File: src/rtl/fetch_pkg.sv
// Purpose: Shared constants and types for the fetch and data addressing front end
// Assumes: One core clock, four phases per instruction cycle
// Notes: Register offsets are byte addresses on the AHB-Lite slave
package fetch_pkg;
  localparam int PC_WIDTH = 21;
  localparam int DADDR_WIDTH = 12;
  localparam int PHASE_COUNT = 4;
  localparam logic [PC_WIDTH-1:0] PC_RESET = 21'h000000;
  localparam logic [PC_WIDTH-1:0] PC_WORD_STEP = 21'h000002;
  localparam logic [3:0] SECOND_WORD_MARK = 4'hf;
  localparam logic [7:0] ACCESS_SPLIT = 8'h60;
  localparam logic [3:0] ACCESS_LOW_BANK = 4'h0;
  localparam logic [3:0] ACCESS_HIGH_BANK = 4'hf;
  localparam logic [7:0] BANK_SELECT_RESET = 8'h00;
  localparam logic [DADDR_WIDTH-1:0] USER_RAM_TOP = 12'hedf;
  localparam logic [DADDR_WIDTH-1:0] SFR_BASE = 12'he80;
  localparam logic [31:0] REG_BANK_SELECT = 32'h0000_0000;
  localparam logic [31:0] REG_PC = 32'h0000_0004;
  localparam logic [31:0] REG_STATUS = 32'h0000_0008;
  localparam logic [31:0] REG_CONTROL = 32'h0000_000c;
  localparam logic [1:0] HTRANS_NONSEQ = 2'h2;

  typedef enum logic [3:0] {
    PH_FIRST = 4'h1,
    PH_SECOND = 4'h2,
    PH_THIRD = 4'h4,
    PH_FOURTH = 4'h8
  } phase_type;

  // Decoded instruction classes
  typedef enum logic [7:0] {
    OP_PLAIN = 8'h01,
    OP_GOTO = 8'h02,
    OP_CALL = 8'h04,
    OP_BRANCH = 8'h08,
    OP_MOVE_FF = 8'h10,
    OP_LOAD_PTR = 8'h20,
    OP_LOAD_BANK = 8'h40,
    OP_NOP = 8'h80
  } opclass_type;

  typedef struct packed {
    logic rd;
    logic wr;
    logic [DADDR_WIDTH-1:0] addr;
    logic [7:0] wdata;
  } dmem_req_type;
endpackage
File: src/rtl/core_fetch_bank_addressing.sv
// Purpose: Two-stage fetch/execute front end with banked data addressing
// Assumes: Program memory answers within one phase; data RAM answers combinationally
// Notes: ALU and stack are outside; execute strobes drive them
`timescale 1ns/1ns
module core_fetch_bank_addressing import fetch_pkg::*; (
  // Clock and reset
  input wire logic clock,
  input wire logic rst,
  // Program memory
  output logic [PC_WIDTH-1:0] progAddr,
  output logic progRead,
  input wire logic [15:0] progData,
  // Data memory
  output dmem_req_type dmemReq,
  input wire logic [7:0] dmemRdata,
  input wire logic [7:0] execResult,
  output logic [7:0] operandData,
  output logic execStrobe,
  output logic flagUpdate,
  // AHB-Lite slave
  input wire logic hsel,
  input wire logic [31:0] haddr,
  input wire logic [1:0] htrans,
  input wire logic hwrite,
  input wire logic [2:0] hsize,
  input wire logic [31:0] hwdata,
  input wire logic hready,
  output logic hreadyout,
  output logic hresp,
  output logic [31:0] hrdata
);
  phase_type phase_q, phase_d;
  logic [PC_WIDTH-1:0] pc_q, pc_d;
  logic [15:0] instr_q, instr_d;
  logic [15:0] firstWord_q, firstWord_d;
  logic secondPending_q, secondPending_d;
  logic flush_q, flush_d;
  logic run_q, run_d;
  logic [3:0] bankSelect_q, bankSelect_d;
  logic [7:0] operand_q, operand_d;
  logic [DADDR_WIDTH-1:0] srcAddr_q, srcAddr_d;
  logic [31:0] hrdata_q, hrdata_d;
  logic wrPend_q, wrPend_d;
  logic [31:0] wrAddr_q, wrAddr_d;
  opclass_type opClass;
  logic [DADDR_WIDTH-1:0] bankedAddr;
  logic [DADDR_WIDTH-1:0] destAddr;
  logic implemented;
  logic lone;
  logic usesData;
  logic pairStart;

  // Banked or window operand address
  data_addr_gen addrGen (
    .operand(instr_q[7:0]),
    .useBank(instr_q[8]),
    .bankSelect(bankSelect_q),
    .dataAddr(bankedAddr)
  );

  always_comb begin
    lone = (instr_q[15:12] == SECOND_WORD_MARK) && !secondPending_q;
    if (flush_q || lone) begin
      opClass = OP_NOP;
    end else if (secondPending_q) begin
      if (firstWord_q[15:12] == 4'hc) begin
        opClass = OP_MOVE_FF;
      end else if (firstWord_q[15:8] == 8'hec || firstWord_q[15:8] == 8'hed) begin
        opClass = OP_CALL;
      end else if (firstWord_q[15:8] == 8'hef) begin
        opClass = OP_GOTO;
      end else begin
        opClass = OP_LOAD_PTR;
      end
    end else if (instr_q[15:11] == 5'h1a) begin
      opClass = OP_BRANCH;
    end else if (instr_q[15:8] == 8'h01) begin
      opClass = OP_LOAD_BANK;
    end else begin
      opClass = OP_PLAIN;
    end
    pairStart = 1'b0;
    if (flush_q || lone || secondPending_q) begin
      pairStart = 1'b0;
    end else if (instr_q[15:12] == 4'hc) begin
      pairStart = 1'b1;
    end else if (instr_q[15:9] == 7'h76) begin
      pairStart = 1'b1;
    end else if (instr_q[15:8] == 8'hee) begin
      pairStart = 1'b1;
    end else if (instr_q[15:8] == 8'hef) begin
      pairStart = 1'b1;
    end
    // First words only carry an address, so they touch no data
    usesData = 1'b0;
    if (opClass == OP_PLAIN && !pairStart) begin
      if (instr_q[15:12] != 4'h0 && instr_q[15:12] != 4'he) begin
        usesData = 1'b1;
      end
    end
    if (opClass == OP_MOVE_FF) begin
      destAddr = instr_q[11:0];
    end else begin
      // bank and offset form 12 bits
      destAddr = bankedAddr;
    end
    implemented = (destAddr <= USER_RAM_TOP) || (destAddr >= SFR_BASE);
  end

  // Pipeline and fetch
  always_comb begin
    phase_d = phase_q;
    pc_d = pc_q;
    instr_d = instr_q;
    firstWord_d = firstWord_q;
    secondPending_d = secondPending_q;
    flush_d = flush_q;
    bankSelect_d = bankSelect_q;
    operand_d = operand_q;
    srcAddr_d = srcAddr_q;
    dmemReq = '0;
    execStrobe = 1'b0;
    flagUpdate = 1'b0;
    progRead = 1'b0;
    case (phase_q)
      PH_FIRST: begin
        phase_d = PH_SECOND;
      end
      PH_SECOND: begin
        phase_d = PH_THIRD;
        if (usesData || opClass == OP_MOVE_FF) begin
          dmemReq.rd = 1'b1;
          dmemReq.addr = (opClass == OP_MOVE_FF) ? srcAddr_q : destAddr;
          operand_d = implemented || opClass == OP_MOVE_FF ? dmemRdata : 8'h00;
        end
      end
      PH_THIRD: begin
        phase_d = PH_FOURTH;
      end
      PH_FOURTH: begin
        phase_d = PH_FIRST;
        progRead = run_q;
        if (run_q) begin
          pc_d = pc_q + PC_WORD_STEP;
        end
        if (opClass != OP_NOP) begin
          execStrobe = 1'b1;
          if (usesData || opClass == OP_MOVE_FF) begin
            dmemReq.wr = implemented;
            dmemReq.addr = destAddr;
            dmemReq.wdata = (opClass == OP_MOVE_FF) ? operand_q : execResult;
            flagUpdate = usesData;
          end
          if (opClass == OP_LOAD_BANK) begin
            bankSelect_d = instr_q[3:0];
          end
        end
        instr_d = progData;
        flush_d = 1'b0;
        secondPending_d = 1'b0;
        if (pairStart) begin
          firstWord_d = instr_q;
          secondPending_d = 1'b1;
          srcAddr_d = instr_q[11:0];
        end
        if (opClass == OP_GOTO || opClass == OP_CALL) begin
          pc_d = {instr_q[11:0], firstWord_q[7:0], 1'b0};
          flush_d = 1'b1;
        end else if (opClass == OP_BRANCH) begin
          pc_d = pc_q + {{(PC_WIDTH-12){instr_q[10]}}, instr_q[10:0], 1'b0};
          flush_d = 1'b1;
        end
        if (!run_q) begin
          flush_d = 1'b1;
        end
      end
      default: begin
        phase_d = PH_FIRST;
      end
    endcase
    if (wrPend_q && wrAddr_q == REG_BANK_SELECT) begin
      bankSelect_d = hwdata[3:0];
    end
    if (wrPend_q && wrAddr_q == REG_PC) begin
      pc_d = {hwdata[PC_WIDTH-1:1], 1'b0};
      flush_d = 1'b1;
    end
  end

  // AHB-Lite slave, zero wait states
  always_comb begin
    wrPend_d = 1'b0;
    wrAddr_d = wrAddr_q;
    hrdata_d = hrdata_q;
    run_d = run_q;
    if (wrPend_q && wrAddr_q == REG_CONTROL) begin
      run_d = hwdata[0];
    end
    if (hsel && hready && htrans == HTRANS_NONSEQ) begin
      wrPend_d = hwrite;
      wrAddr_d = haddr;
      if (!hwrite) begin
        if (haddr == REG_BANK_SELECT) begin
          hrdata_d = {28'h0000000, bankSelect_q};
        end else if (haddr == REG_PC) begin
          hrdata_d = {11'h000, pc_q[PC_WIDTH-1:1], 1'b0};
        end else if (haddr == REG_STATUS) begin
          hrdata_d = {instr_q, 7'h00, secondPending_q, opClass};
        end else if (haddr == REG_CONTROL) begin
          hrdata_d = {31'h00000000, run_q};
        end else begin
          hrdata_d = 32'h00000000;
        end
      end
    end
  end

  // Pipeline registers
  always_ff @(posedge clock) begin
    if (rst) begin
      phase_q <= PH_FIRST;
      pc_q <= PC_RESET;
      instr_q <= 16'h0000;
      firstWord_q <= 16'h0000;
      secondPending_q <= 1'b0;
      flush_q <= 1'b1;
      bankSelect_q <= BANK_SELECT_RESET[3:0];
      operand_q <= 8'h00;
      srcAddr_q <= 12'h000;
    end else begin
      phase_q <= phase_d;
      pc_q <= pc_d;
      instr_q <= instr_d;
      firstWord_q <= firstWord_d;
      secondPending_q <= secondPending_d;
      flush_q <= flush_d;
      bankSelect_q <= bankSelect_d;
      operand_q <= operand_d;
      srcAddr_q <= srcAddr_d;
    end
  end

  // Bus side registers
  always_ff @(posedge clock) begin
    if (rst) begin
      run_q <= 1'b1;
      hrdata_q <= 32'h00000000;
      wrPend_q <= 1'b0;
      wrAddr_q <= 32'h00000000;
    end else begin
      run_q <= run_d;
      hrdata_q <= hrdata_d;
      wrPend_q <= wrPend_d;
      wrAddr_q <= wrAddr_d;
    end
  end

  assign progAddr = pc_q;
  assign operandData = operand_q;
  assign hreadyout = 1'b1;
  assign hresp = 1'b0;
  assign hrdata = hrdata_q;
endmodule

File: src/rtl/data_addr_gen.sv
// Purpose: Forms a 12-bit data address from bank select or the access bank and an 8-bit operand
// Assumes: Operand and window bit come from the executing instruction
// Notes: Addresses that fall in no implemented location are flagged by the front end, not here
`timescale 1ns/1ns
module data_addr_gen import fetch_pkg::*; (
  // Operand side
  input wire logic [7:0] operand,
  input wire logic useBank,
  input wire logic [3:0] bankSelect,
  // Address out
  output logic [DADDR_WIDTH-1:0] dataAddr
);
  always_comb begin
    if (useBank) begin
      dataAddr = {bankSelect, operand};
    end else if (operand < ACCESS_SPLIT) begin
      dataAddr = {ACCESS_LOW_BANK, operand};
    end else begin
      dataAddr = {ACCESS_HIGH_BANK, operand};
    end
  end
endmodule

File: config.mk
export PLATFORM = sky130hd
export DESIGN_NAME = core_fetch_bank_addressing
export DESIGN_NICKNAME = d
export VERILOG_FILES = /design/src/rtl/fetch_pkg.sv /design/src/rtl/core_fetch_bank_addressing.sv /design/src/rtl/data_addr_gen.sv
export SDC_FILE = /design/constraint.sdc
export NUM_CORES = 1
export LEC_CHECK = 0
export BUFFER_PORTS_ARGS = -buffer_cell sky130_fd_sc_hd__clkbuf_2
export CAP_MARGIN = 10
export CORE_MARGIN = 2
export CORE_UTILIZATION = 53
export DETAILED_ROUTE_END_ITERATION = 8
export PLACE_DENSITY_LB_ADDON = 0.3
export SYNTH_ARGS = -nofsm -noshare
export SYNTH_HDL_FRONTEND = slang
export SYNTH_SLANG_ARGS = --single-unit
File: constraint.sdc
create_clock -name clock -period 4.2 [get_ports clock]
set_input_delay 0.84 -clock clock [delete_from_list [all_inputs] [get_ports clock]]
set_output_delay 0.84 -clock clock [all_outputs]
set_load 0.005 [all_outputs]
== Yosys cells after proc, flatten, opt, wreduce, memory -nomap -nowiden ==
Index checks and enable logic that the tools add are counted.

* Register bits after elaboration: 149
* Word-level logic and storage cells: 136

* $add $sub $neg: 2
* Magnitude comparators: 3
* Eq/ne operators: 29
* Multiplexer cells: 52
* Bitwise gates (word level): 2
* Reductions and logical operators: 34

{| class="wikitable"
|+ Operator list
! kind !! count
|-
| 2-to-1 mux 21 bit || 7
|-
| equality test 32 x 4 -> 1 bit, second input constant || 3
|-
| 2-to-1 mux 32 bit || 3
|-
| equality test 32 x 3 -> 1 bit, second input constant || 2
|-
| logical NOT 32 bit || 2
|-
| 2-to-1 mux 12 bit || 5
|-
| equality test 8 bit, second input constant || 5
|-
| 2-to-1 mux 8 bit || 5
|-
| case mux 12 bit (2 select lines) || 1
|-
| adder 21 x 2 -> 21 bit, second input constant || 1
|-
| adder 21 bit || 1
|-
| 2-to-1 mux 1 bit || 21
|-
| 2-to-1 mux 6 bit || 3
|-
| equality test 4 bit, second input constant || 4
|-
| equality test 8 x 1 -> 1 bit, second input constant || 2
|-
| 2-to-1 mux 4 bit || 4
|-
| 2-to-1 mux 7 bit || 2
|-
| >= comparator 12 bit, second input constant || 1
|-
| <= comparator 12 bit, second input constant || 1
|-
| case mux 4 bit (3 select lines) || 1
|-
| AND reduction 2 bit || 5
|-
| equality test 8 x 2 -> 1 bit, second input constant || 1
|-
| equality test 8 x 3 -> 1 bit, second input constant || 1
|-
| equality test 8 x 4 -> 1 bit, second input constant || 1
|-
| 20 further kinds || 40
|}

== Longest topological paths before layout ==
Gate-level depths: netlist of run 1.

* Word-level depth: 13
* Mapped depth: 14
* Mapped depth without buffers: 12

== By module ==
Synthesis of run 1 repeated with hierarchy kept, for this count alone.

* Cells, all modules: 907
* Area total of the unflattened synthesis: 7216.9 µm²

{| class="wikitable"
|+ By module, submodules not included
! module !! instances !! cells an instance !! area each (µm²) !! seq. area each (µm²)
|-
| core_fetch_bank_addressing || 1 || 890 || 7109.3 || 2742.6
|-
| data_addr_gen || 1 || 17 || 107.6 || 0.0
|}

== Least setup slack after synthesis of run 1 ==
No wires, ideal clock.

* Kind: flip-flop to flip-flop
* Start point: register instr_q[12]
* End point: register pc_q[20], in the netlist progAddr[20]
* Setup time: 0.126 ns
* Arrival time: 3.096 ns
* Slack: 0.978 ns
* Cell stages (with the launch flop): 14
* Buffers on the path: 2
* Cell sequence: dfxtp_1 > buf_2 > nand3_1 > nor4b_4 > clkbuf_1 > and2_1 > ha_1 > a211oi_1 > o211ai_1 > o2bb2ai_1 > a221oi_1 > nor4b_1 > o21bai_1 > o211ai_1

* Word-level cells in the longest chain between the ends: 10
* Elaborated cells between the ends (all ways): 19
* Those cells by class: eq/ne (6); mux (8); reduce/logical (5)

{| class="wikitable"
|+ Ends and longest elaborated chain
! what !! RTL line !! source
|-
| start: declaration || core_fetch_bank_addressing.sv:34 || <nowiki>logic [15:0] instr_q, instr_d;</nowiki>
|-
| start signal: assignment || core_fetch_bank_addressing.sv:233 || <nowiki>instr_q <= instr_d;</nowiki>
|-
| equality test 8 x 1 -> 1 bit || core_fetch_bank_addressing.sv:77 || <nowiki>end else if (instr_q[15:8] == 8'h01) begin</nowiki>
|-
| 2-to-1 mux 7 bit || core_fetch_bank_addressing.sv:77 ||
|-
| 2-to-1 mux 7 bit || core_fetch_bank_addressing.sv:75 || <nowiki>end else if (instr_q[15:11] == 5'h1a) begin</nowiki>
|-
| 2-to-1 mux 8 bit || core_fetch_bank_addressing.sv:65 || <nowiki>end else if (secondPending_q) begin</nowiki>
|-
| 2-to-1 mux 8 bit (*) || core_fetch_bank_addressing.sv:63 || <nowiki>if (flush_q || lone) begin</nowiki>
|-
| equality test 8 x 4 -> 1 bit (tied with other cells) || core_fetch_bank_addressing.sv:169 || <nowiki>end else if (opClass == OP_BRANCH) begin</nowiki>
|-
| 2-to-1 mux 21 bit / logical OR 1 bit (equally long branches) || core_fetch_bank_addressing.sv:169, core_fetch_bank_addressing.sv:166 ||
|-
| 2-to-1 mux 21 bit || core_fetch_bank_addressing.sv:166 || <nowiki>if (opClass == OP_GOTO || opClass == OP_CALL) begin</nowiki>
|-
| 2-to-1 mux 21 bit || core_fetch_bank_addressing.sv:125 || <nowiki>case (phase_q)</nowiki>
|-
| 2-to-1 mux 21 bit || core_fetch_bank_addressing.sv:184 || <nowiki>if (wrPend_q && wrAddr_q == REG_PC) begin</nowiki>
|-
| end signal: assignment || core_fetch_bank_addressing.sv:232 || <nowiki>pc_q <= pc_d;</nowiki>
|-
| end: declaration || core_fetch_bank_addressing.sv:33 || <nowiki>logic [PC_WIDTH-1:0] pc_q, pc_d;</nowiki>
|}

Every way passes the cells marked *; elsewhere a longest branch is shown, timed or not. The select of a mux whose other input is x is not followed.
A chain may end at the register's enable or synchronous reset.

== Worst setup path in the final report of run 1 ==
Ends and elaborated chain as after synthesis.

==> results of run 1 <==
logic make-up after synthesis:
group                      Yosys count  share of synthesized area
muxes                               32                     0.0457
other                                2                    0.00105
DFF                                137                      0.384
and+or+nand+nor                    410                      0.275
AOI/OAI and AO/OA                  228                      0.198
buffers and inverters               75                     0.0440
xor gates and xnor gates            13                     0.0159
adders and majority gates           20                     0.0361
sequential cells by signal, summed over array words and instances (netlist names), 4 cells and up:
signal and cells:
hrdata 32, wrAddr_q 32, progAddr 21, firstWord_q 16, instr_q 16, operandData 8, bankSelect_q 4, phase_q 4
report_power, final:
group / switching [mW] / leakage [nW] / internal (mW)
clock network: 0.549 / 0.299 / 0.989
registers: 0.0147 / 1.11 / 1.32
logic: 0.0773 / 2.22 / 0.0566
total: 0.641 / 3.62 / 2.36
layer usage:
| metal | vias up | share of wire |
|---|---|---|
| met4 | 0 | 0.032 |
| li1 | 3581 | - |
| met5 | - | 0 |
| met2 | 341 | 0.47 |
| met1 | 3433 | 0.42 |
| met3 | 49 | 0.085 |
worst reg2reg max path: stages, from the launching register on:
cell and delay [ns]:
dfxtp_1 0.47, nand3_1 0.17, nor4b_4 0.27, buf_4 0.24
and2_1 0.21, ha_1 0.26, a211oi_1 0.32, o211ai_1 0.29
o2bb2ai_1 0.24, a221oi_1 0.46, nor4b_1 0.26, o21bai_1 0.15
o211ai_1 0.11
stage by stage:
step | setup WS (ns) | std cells
2_1_floorplan | 0.978 | 917
3_3_place_gp | 0.790 | 1230
3_5_place_dp | 0.669 | 1230
4_1_cts | 0.673 | 1261
5_1_grt | 0.360 | 1261
6_report | 0.638 | 1261
final cells by class:
class | count | share of cell area
inverter | 15 | 0.00642
multi-input combinational | 705 | 0.468
timing repair buffer | 197 | 0.118
tap | 176 | 0.0251
clock inverter | 8 | 0.0134
sequential | 137 | 0.313
clock buffer | 23 | 0.0557
cell usage in the layout, fill, tap and decap left out, drive strengths merged, types with 5 or more instances in the layout:
cell type / Yosys / routed
a22oi: 5 / 5
a21oi: 108 / 108
clkbuf: 41 / 199
o211ai: 13 / 13
xor2: 7 / 7
and2: 11 / 11
nor3b: 7 / 7
or3: 6 / 6
dfxtp: 137 / 137
a22o: 8 / 8
inv: 15 / 15
nand4: 6 / 6
xnor2: 6 / 6
nor3: 28 / 28
nor4b: 5 / 5
nor2: 75 / 75
buf: 19 / 21
nand3b: 11 / 11
nor4: 20 / 20
a21o: 8 / 8
nand3: 39 / 39
a211oi: 14 / 14
nand2b: 8 / 8
o21ai: 33 / 33
nand2: 178 / 178
a221oi: 11 / 11
mux2: 5 / 5
ha: 19 / 19
mux2i: 27 / 27
o21a: 5 / 5
worst max path at each step:
stage	endpoint	from	cells after the start
floorplan	progAddr[20]	instr_q[12]	13
detailed placement	progAddr[20]	instr_q[12]	12
global route	progAddr[20]	instr_q[12]	12
finish	progAddr[20]	instr_q[12]	12
CTS	progAddr[20]	instr_q[12]	12
global placement	progAddr[20]	instr_q[12]	12
==> run metrics, run 1 <==
Clock Sinks=137; Post-synth ARST share=0; via count=7,404; dpl hpwl=15.1 mm; Pleak=3.62 nW; wire per inst=16.9 um; GRT met2 Usage=0.485; Clk Latency, worst-skew pair=0.43 ns; Hold EP=hrdata[14]; post-synthesis net count=1,043; final setup TNS=0 ns; worst slew pin tran=0.949 ns; delay-heaviest family, CP=compound AO/OA/AOI/OAI gates; Worst VDD drop=0.297 mV; Core Util, Final=0.665; endpoints failing setup=0; initial antenna violation count=0; post-DR vias/cell=5.87; # diodes=0; EDFF count, synth=0; port bufs=177; WP data arrival=3.86 ns; register area=2740 um^2; CP Cell Sequence=nand3_1, nor4b_4, buf_4, and2_1, ha_1, a211oi_1, o211ai_1, o2bb2ai_1, a221oi_1, nor4b_1, o21bai_1, o211ai_1; GR peak layer=met2; crit path buf inv count=1; Hold Path Origin=hrdata[14]; RR Startpoint=instr_q[12]; Post-Synthesis Cells=917; hold slack=0.450 ns; relative slew slack=0.367; Die Height=120 um; count of cell types in the netlist=66; Post-Route WL=21.3 mm; Critical Path RT=4.50 ns; P per Cell Area=342 nW/um^2; CP startpoint kind=register; most used cell along the critical path=o211ai_1; core footprint=13,200 um^2; cell count of the worst reg-to-reg path=12; Root Buffer=clkbuf_16; CP Max Fanout=15; clock slew at reported path FFs=0.06 ns; GR Util All Layers=0.297; Tcrit/Tclk final=0.848; Hold Path Stages=2; post-synth top area share=0.384; fin nets=1,199; TritonRoute pass-1 iters=5; Final ANT Viol Nets=0; I/O Pins=194; Max stage delay cell, worst path=dfxtp_1; initial core utilization=0.541; Pwr Total=3.00 mW; kind of critical path=reg2reg; Reg2Reg Setup Slack=0.64 ns; cell area after synthesis=7140 um^2; final hold vios=0; FF+latch count, synth=137; sequential element share of the synthesized area=0.384; Iter 0 DRT Violations=732; CP max stage delay=0.47 ns; outcome=finished clean; fill cell count=1,178; clock buffer depth=2; CP endpoint kind=register; Tmin final=3.56 ns; Num CTS Buffers=17; placed inst area=8160 um^2; first-pass GRT wire length=34.0 mm; post-CTS sizing=0; dominant synthesized flop cell=dfxtp_1; Hold Crit Class=reg2reg; post-CTS setup buffers=0; top cells by count, synth=nand2_1, dfxtp_1, a21oi_1, nor2_1, clkbuf_1; met1 usage=0.373; final max-slew violation count=0; DRC Markers=0; Die ar.=14,400 um^2; GR Util met3=0.0732; FMAX=281 MHz; std cell rows=42; fraction of final layout cells sized beyond drive strength 1=0.228; RSZ-0062 raised after global routing=false; r2r endpoint=progAddr[20]; synth top area cells=dfxtp_1, nand2_1, a21oi_1; clk_skew=0.0111 ns; GP Congestion=0.946; area of the multi-input gates=4100 um^2; hold buffer count at CTS=0; die span in x=120 um; Congestion Overflow GR=0; maximum number of pins on one net before global-route repair=71; number of global-route vias before repair=6,872; Area growth syn-to-layout=22.8%; Final Cell Area=8770 um^2; H-Tree Depth=4; Avg Inst Size Synth=7.79 um^2; CTS tree=built; Yosys warning total=0; Max Cap Violations=0; most frequent cell after synthesis=nand2_1; most area-hungry cell type in the Yosys netlist=dfxtp_1
Power figures use the tool's default switching activity.
==> run 2, diff against run 1 <==
- ABC_AREA: not set -> 1
- CORE_UTILIZATION: 53 -> 55
- clock period: 4.2 -> 3.56 ns (I/O delays scaled with it)
==> run 2 against run 1 <==
First-iteration DRC count is 26% higher. Sequential cell count did not move. Critical endpoint is now progAddr[9]. Sequential power up 18%. Synthesized cell count up 39%. Utilization up 0.41 points. Via count increased by 23%. Critical path type unchanged. Total power increased by 25%. Sequential share of layout area is 2.9 points lower. Worst hold slack improved by 0.014 ns. Largest power group unchanged. Final cell count grew 29%.
==> run metrics, run 2 <==
FF+latch count, synth=137; hold slack=0.464 ns; Die ar.=15,600 um^2; placed cell count=1,596; post-synthesis net count=1,404; Tmin final=3.31 ns; Hold Path Stages=2; cell count of the worst reg-to-reg path=17; dpl hpwl=18.5 mm; RSZ-0062 raised after global routing=false; std cell rows=44; Post-Synthesis Cells=1,278; Clk Latency, worst-skew pair=0.43 ns; Reg2Reg Setup Slack=0.25 ns; Hold EP=firstWord_q[12]; WP data arrival=3.60 ns; post-CTS sizing=0; Yosys warning total=0; Root Buffer=clkbuf_16; outcome=finished clean; Clock Sinks=137; DRC Markers=0; FMAX=302 MHz; CP endpoint kind=register; r2r endpoint=progAddr[9]; # diodes=0; synth top area cells=dfxtp_1, nand2_1, nor2_1; core footprint=14,400 um^2; Critical Path RT=3.85 ns; Area growth syn-to-layout=19.8%; clock slew at reported path FFs=0.06 ns; worst slew pin tran=1.03 ns; Core Util, Final=0.669; initial antenna violation count=0; TritonRoute pass-1 iters=8; relative slew slack=0.310; via count=9,080; most frequent cell after synthesis=nand2_1; clock buffer depth=2; GP Congestion=0.966; final setup TNS=0 ns; commonest non-fill, non-tap cell in the layout=nand2_1; cell area after synthesis=8050 um^2; Congestion Overflow GR=0; Max Cap Violations=0; kind of critical path=reg2reg; maximum number of pins on one net before global-route repair=59; EDFF count, synth=0; die span in x=125 um; Die Height=125 um; final max-slew violation count=0; H-Tree Depth=4; RR Startpoint=secondPending_q; Final WS setup=0.251 ns; port bufs=177; wire per inst=15.8 um; CP Max Fanout=9; Post-synth ARST share=0; endpoints failing setup=0; count of cell types in the netlist=42; Worst VDD drop=0.351 mV; worst slack at placement=0.342 ns; post-DR vias/cell=5.58; post-synth top area share=0.341; Hold Crit Class=reg2reg; Avg Inst Size Synth=6.30 um^2; most frequent cells in the layout=nand2_1, nor2_1, clkbuf_2; P per Cell Area=389 nW/um^2; post-CTS setup buffers=0; number of global-route vias before repair=8,192; Iter 0 DRT Violations=922; initial core utilization=0.558; fin nets=1,557; Post-Route WL=25.7 mm; fraction of final layout cells sized beyond drive strength 1=0.182; hold buffer count at CTS=0; Pleak=4.76 nW; Num CTS Buffers=17; most area-hungry cell type in the Yosys netlist=dfxtp_1; Hold Path Origin=firstWord_q[12]; first-pass GRT wire length=40.4 mm; I/O Pins=194; Tcrit/Tclk final=0.929; dominant synthesized flop cell=dfxtp_1; CP startpoint kind=register; CTS tree=built; GR Util All Layers=0.320; Final ANT Viol Nets=0; clk_skew=0.0120 ns; top cells by count, synth=nand2_1, nor2_1, dfxtp_1, inv_1, a21oi_1; sequential element share of the synthesized area=0.341; final cell count without fillers=1,627; final hold vios=0
[run 2: changes by cell type in the layout (fill, tap and decap cells not counted), sizes merged, moves of 10 or more]
cell and delta:
nor2 +139, nor3 -14, a221oi -11, inv +114, nand2 +167, mux2i -27
nand4 +11, o2111ai +16, a211oi -14, nand3 +62, o21ai +59, nor4 -19
and2 -10
[run 2: area by class of cell]
type / count / area, um^2
clock inverters: 12 / 213
flip-flops and latches: 137 / 2740
repair buffers: 190 / 996
multi-input cells: 958 / 4540
clock buffers: 19 / 443
inverters: 127 / 484
fillers: 1324 / 4780
well taps: 184 / 230
[run 2: worst max-delay path, stage by stage (launching register included)]
cell	delay, ns
dfxtp_1	0.53
inv_4	0.08
nand2_2	0.09
o21bai_4	0.12
nor2_1	0.43
nand2_1	0.12
ha_1	0.27
fa_1	0.49
nand3_1	0.12
nand3_1	0.17
nand2_1	0.13
nand3_1	0.13
nand2_1	0.09
nand3_1	0.10
nand3_1	0.12
nand2_1	0.05
nand2_1	0.07
a21oi_2	0.06
[run 2: how the worst max path moves through the flow]
stage                              end  slack (ns)  cells past startpoint            start
after floorplan           progAddr[17]        1.11                     18  secondPending_q
after global placement     progAddr[9]        0.42                     17  secondPending_q
after detailed placement   progAddr[9]        0.34                     17  secondPending_q
after CTS                  progAddr[9]        0.32                     17  secondPending_q
after global routing       progAddr[9]        0.04                     17  secondPending_q
final                      progAddr[9]        0.25                     17  secondPending_q
[run 2: through the flow]
| stage | power, mW | cell area, um^2 |
|---|---|---|
| floorplan | 1.70 | 8050 |
| global placement | 1.78 | 8990 |
| detailed placement | 1.79 | 8990 |
| CTS | 3.75 | 9650 |
| global route | 3.84 | 9650 |
| finish | 3.76 | 9650 |
[run 2: where the power goes]
group	leakage (nW)	switching (mW)	internal, mW	total (mW)
sequential	1.11	0.0129	1.55	1.57
clock	0.316	0.728	1.27	2.00
combinational	3.34	0.120	0.0708	0.190
total	4.76	0.861	2.89	3.76
[run 2: logic make-up after synthesis]
family,Yosys count,synth area share
buf+inv,183,0.0956
fa+ha+maj,20,0.0320
simple gates,699,0.367
flops,137,0.341
other cells,2,0.000933
xor+xnor,4,0.00435
compound gates,233,0.159
[run 2: per-layer routing]
| metal | global-route usage | wire length [um] |
|---|---|---|
| met5 | 0 | 0 |
| met3 | 0.0646 | 2440 |
| met1 | 0.417 | 10700 |
| met4 | 0.129 | 935 |
| met2 | 0.523 | 11600 |
==> run 3, diff against run 2 <==
- CORE_UTILIZATION: 55 -> 59
- clock period: 3.56 -> 4 ns (I/O delays scaled with it)
==> run 3 against run 2 <==
Cell area decreased by 1.1%. Total power decreased by 16%. Critical path depth decreased by 6. Sequential power decreased by 11%. Clock skew decreased by 0.0061 ns. Wire length decreased by 1.2%. Combinational power decreased by 13%. Utilization increased by 4.9 points.
==> run metrics, run 3 (synthesized netlist as in run 2, its figures left out) <==
Core Util, Final=0.718; crit path buf inv count=3; Seq pwr share=0.440; WP data arrival=2.79 ns; initial antenna violation count=0; core footprint=13,300 um^2; CTS tree=built; Congestion Overflow GR=0; hold buffer count at CTS=0; Iter 0 DRT Violations=855; endpoints failing setup=0; Hold Crit Class=reg2reg; GR Util All Layers=0.356; CP endpoint kind=output port; final setup TNS=0 ns; met1 usage=0.446; H-Tree Depth=4; initial core utilization=0.605; CP Max Fanout=26; clock slew at reported path FFs=0.06 ns; r2r endpoint=progAddr[15]; maximum number of pins on one net before global-route repair=57; Max stage delay cell, worst path=dfxtp_1; first-pass GRT wire length=40.8 mm; Die ar.=14,600 um^2; commonest non-fill, non-tap cell in the layout=nand2_1; RSZ-0062 raised after global routing=false; internal power=2.40 mW; worst slew pin tran=1.03 ns; cell count of the worst reg-to-reg path=17; placed inst area=8940 um^2; Tmin final=3.59 ns; net load switching power=769 uW; CP startpoint kind=register; Die Height=121 um; CP Cell Sequence=inv_1, nand3_1, nand2_1, nor2_1, nand2_1, inv_1, nand3_1, nand2_2, nand2_2, a21oi_1, clkbuf_2; post-CTS setup buffers=0; final max-slew violation count=0; kind of critical path=reg2out; Post-Route WL=25.4 mm; most frequent cells in the layout=nand2_1, nor2_1, clkbuf_2; clock buffer depth=2; wire per inst=15.7 um; Max Cap Violations=0; Clk Latency, worst-skew pair=0.44 ns; fill cell count=1,194; delay-heaviest family, CP=simple AND/OR/NAND/NOR gates; Tcrit/Tclk final=0.899; clock network power share=0.508; dpl hpwl=18.4 mm; I/O Pins=194; GR peak layer=met2; clk_skew=0.00588 ns; GR Util met3=0.0821; GRT met2 Usage=0.577; FMAX=278 MHz; # diodes=0; Comb power frac=0.052; Pleak=4.71 nW; Root Buffer=clkbuf_16; die span in x=121 um; post-CTS sizing=0; Final WS setup=0.405 ns; DRC Markers=0; via count=9,155; final cell count without fillers=1,617; hold slack=0.464 ns; Sw Share=0.243; area of the multi-input gates=4540 um^2; Pwr Total=3.17 mW; CP max stage delay=0.47 ns; Hold Path Origin=hrdata[24]; TritonRoute pass-1 iters=6; number of global-route vias before repair=8,497; final hold vios=0; worst slack at placement=0.828 ns; GP Congestion=0.989; RR Startpoint=secondPending_q; Area growth syn-to-layout=18.5%; post-DR vias/cell=5.66; Final Cell Area=9540 um^2; Clock Sinks=137; placed cell count=1,585; Hold EP=hrdata[24]; relative slew slack=0.309; Reg2Reg Setup Slack=0.75 ns; P per Cell Area=332 nW/um^2; fin nets=1,554; Final ANT Viol Nets=0; outcome=finished clean; Worst VDD drop=0.318 mV; Critical Path RT=3.20 ns; register area=2740 um^2; Hold Path Stages=2; port bufs=177; fraction of final layout cells sized beyond drive strength 1=0.180; std cell rows=42; Num CTS Buffers=17
-- run 3: final cells by class --
type	count	area share
Sequential cell	137	0.287
Multi-Input combinational cell	958	0.475
Clock buffer	20	0.0479
Clock inverter	12	0.0147
Inverter	127	0.0507
Timing Repair Buffer	187	0.101
Tap cell	176	0.0231
-- run 3: worst max-delay path by stage --
stage                                from  cells past startpoint            to  slack (ns)
after floorplan           secondPending_q                     18  progAddr[17]        1.55
after detailed placement           hready                     13    hrdata[29]        0.83
final                         instr_q[11]                     11    dmemReq[4]        0.41
after global placement    secondPending_q                     17  progAddr[15]        0.85
after CTS                     instr_q[11]                     11    dmemReq[4]        0.51
after global routing          instr_q[11]                     11    dmemReq[4]        0.21
-- run 3: power groups by stage --
stage                     clock, mW  sequential (mW)  combinational, mW
after detailed placement          0             1.42              0.162
after floorplan                   0             1.42             0.0916
final                          1.61             1.39              0.165
after CTS                      1.61             1.39              0.164
after global placement            0             1.42              0.159
after global routing           1.67             1.40              0.186
-- run 3: metal layers --
layer / part of all wire / wire length, um
met1: 0.41 / 10400
met2: 0.45 / 11500
met3: 0.097 / 2450
met4: 0.041 / 1030
met5: 0 / 0
-- run 3: tightest hold or removal path, cell delays in order (launching register included) --
cell,delay [ns]
dfxtp_1,0.31
nand2_1,0.06
a21oi_1,0.05
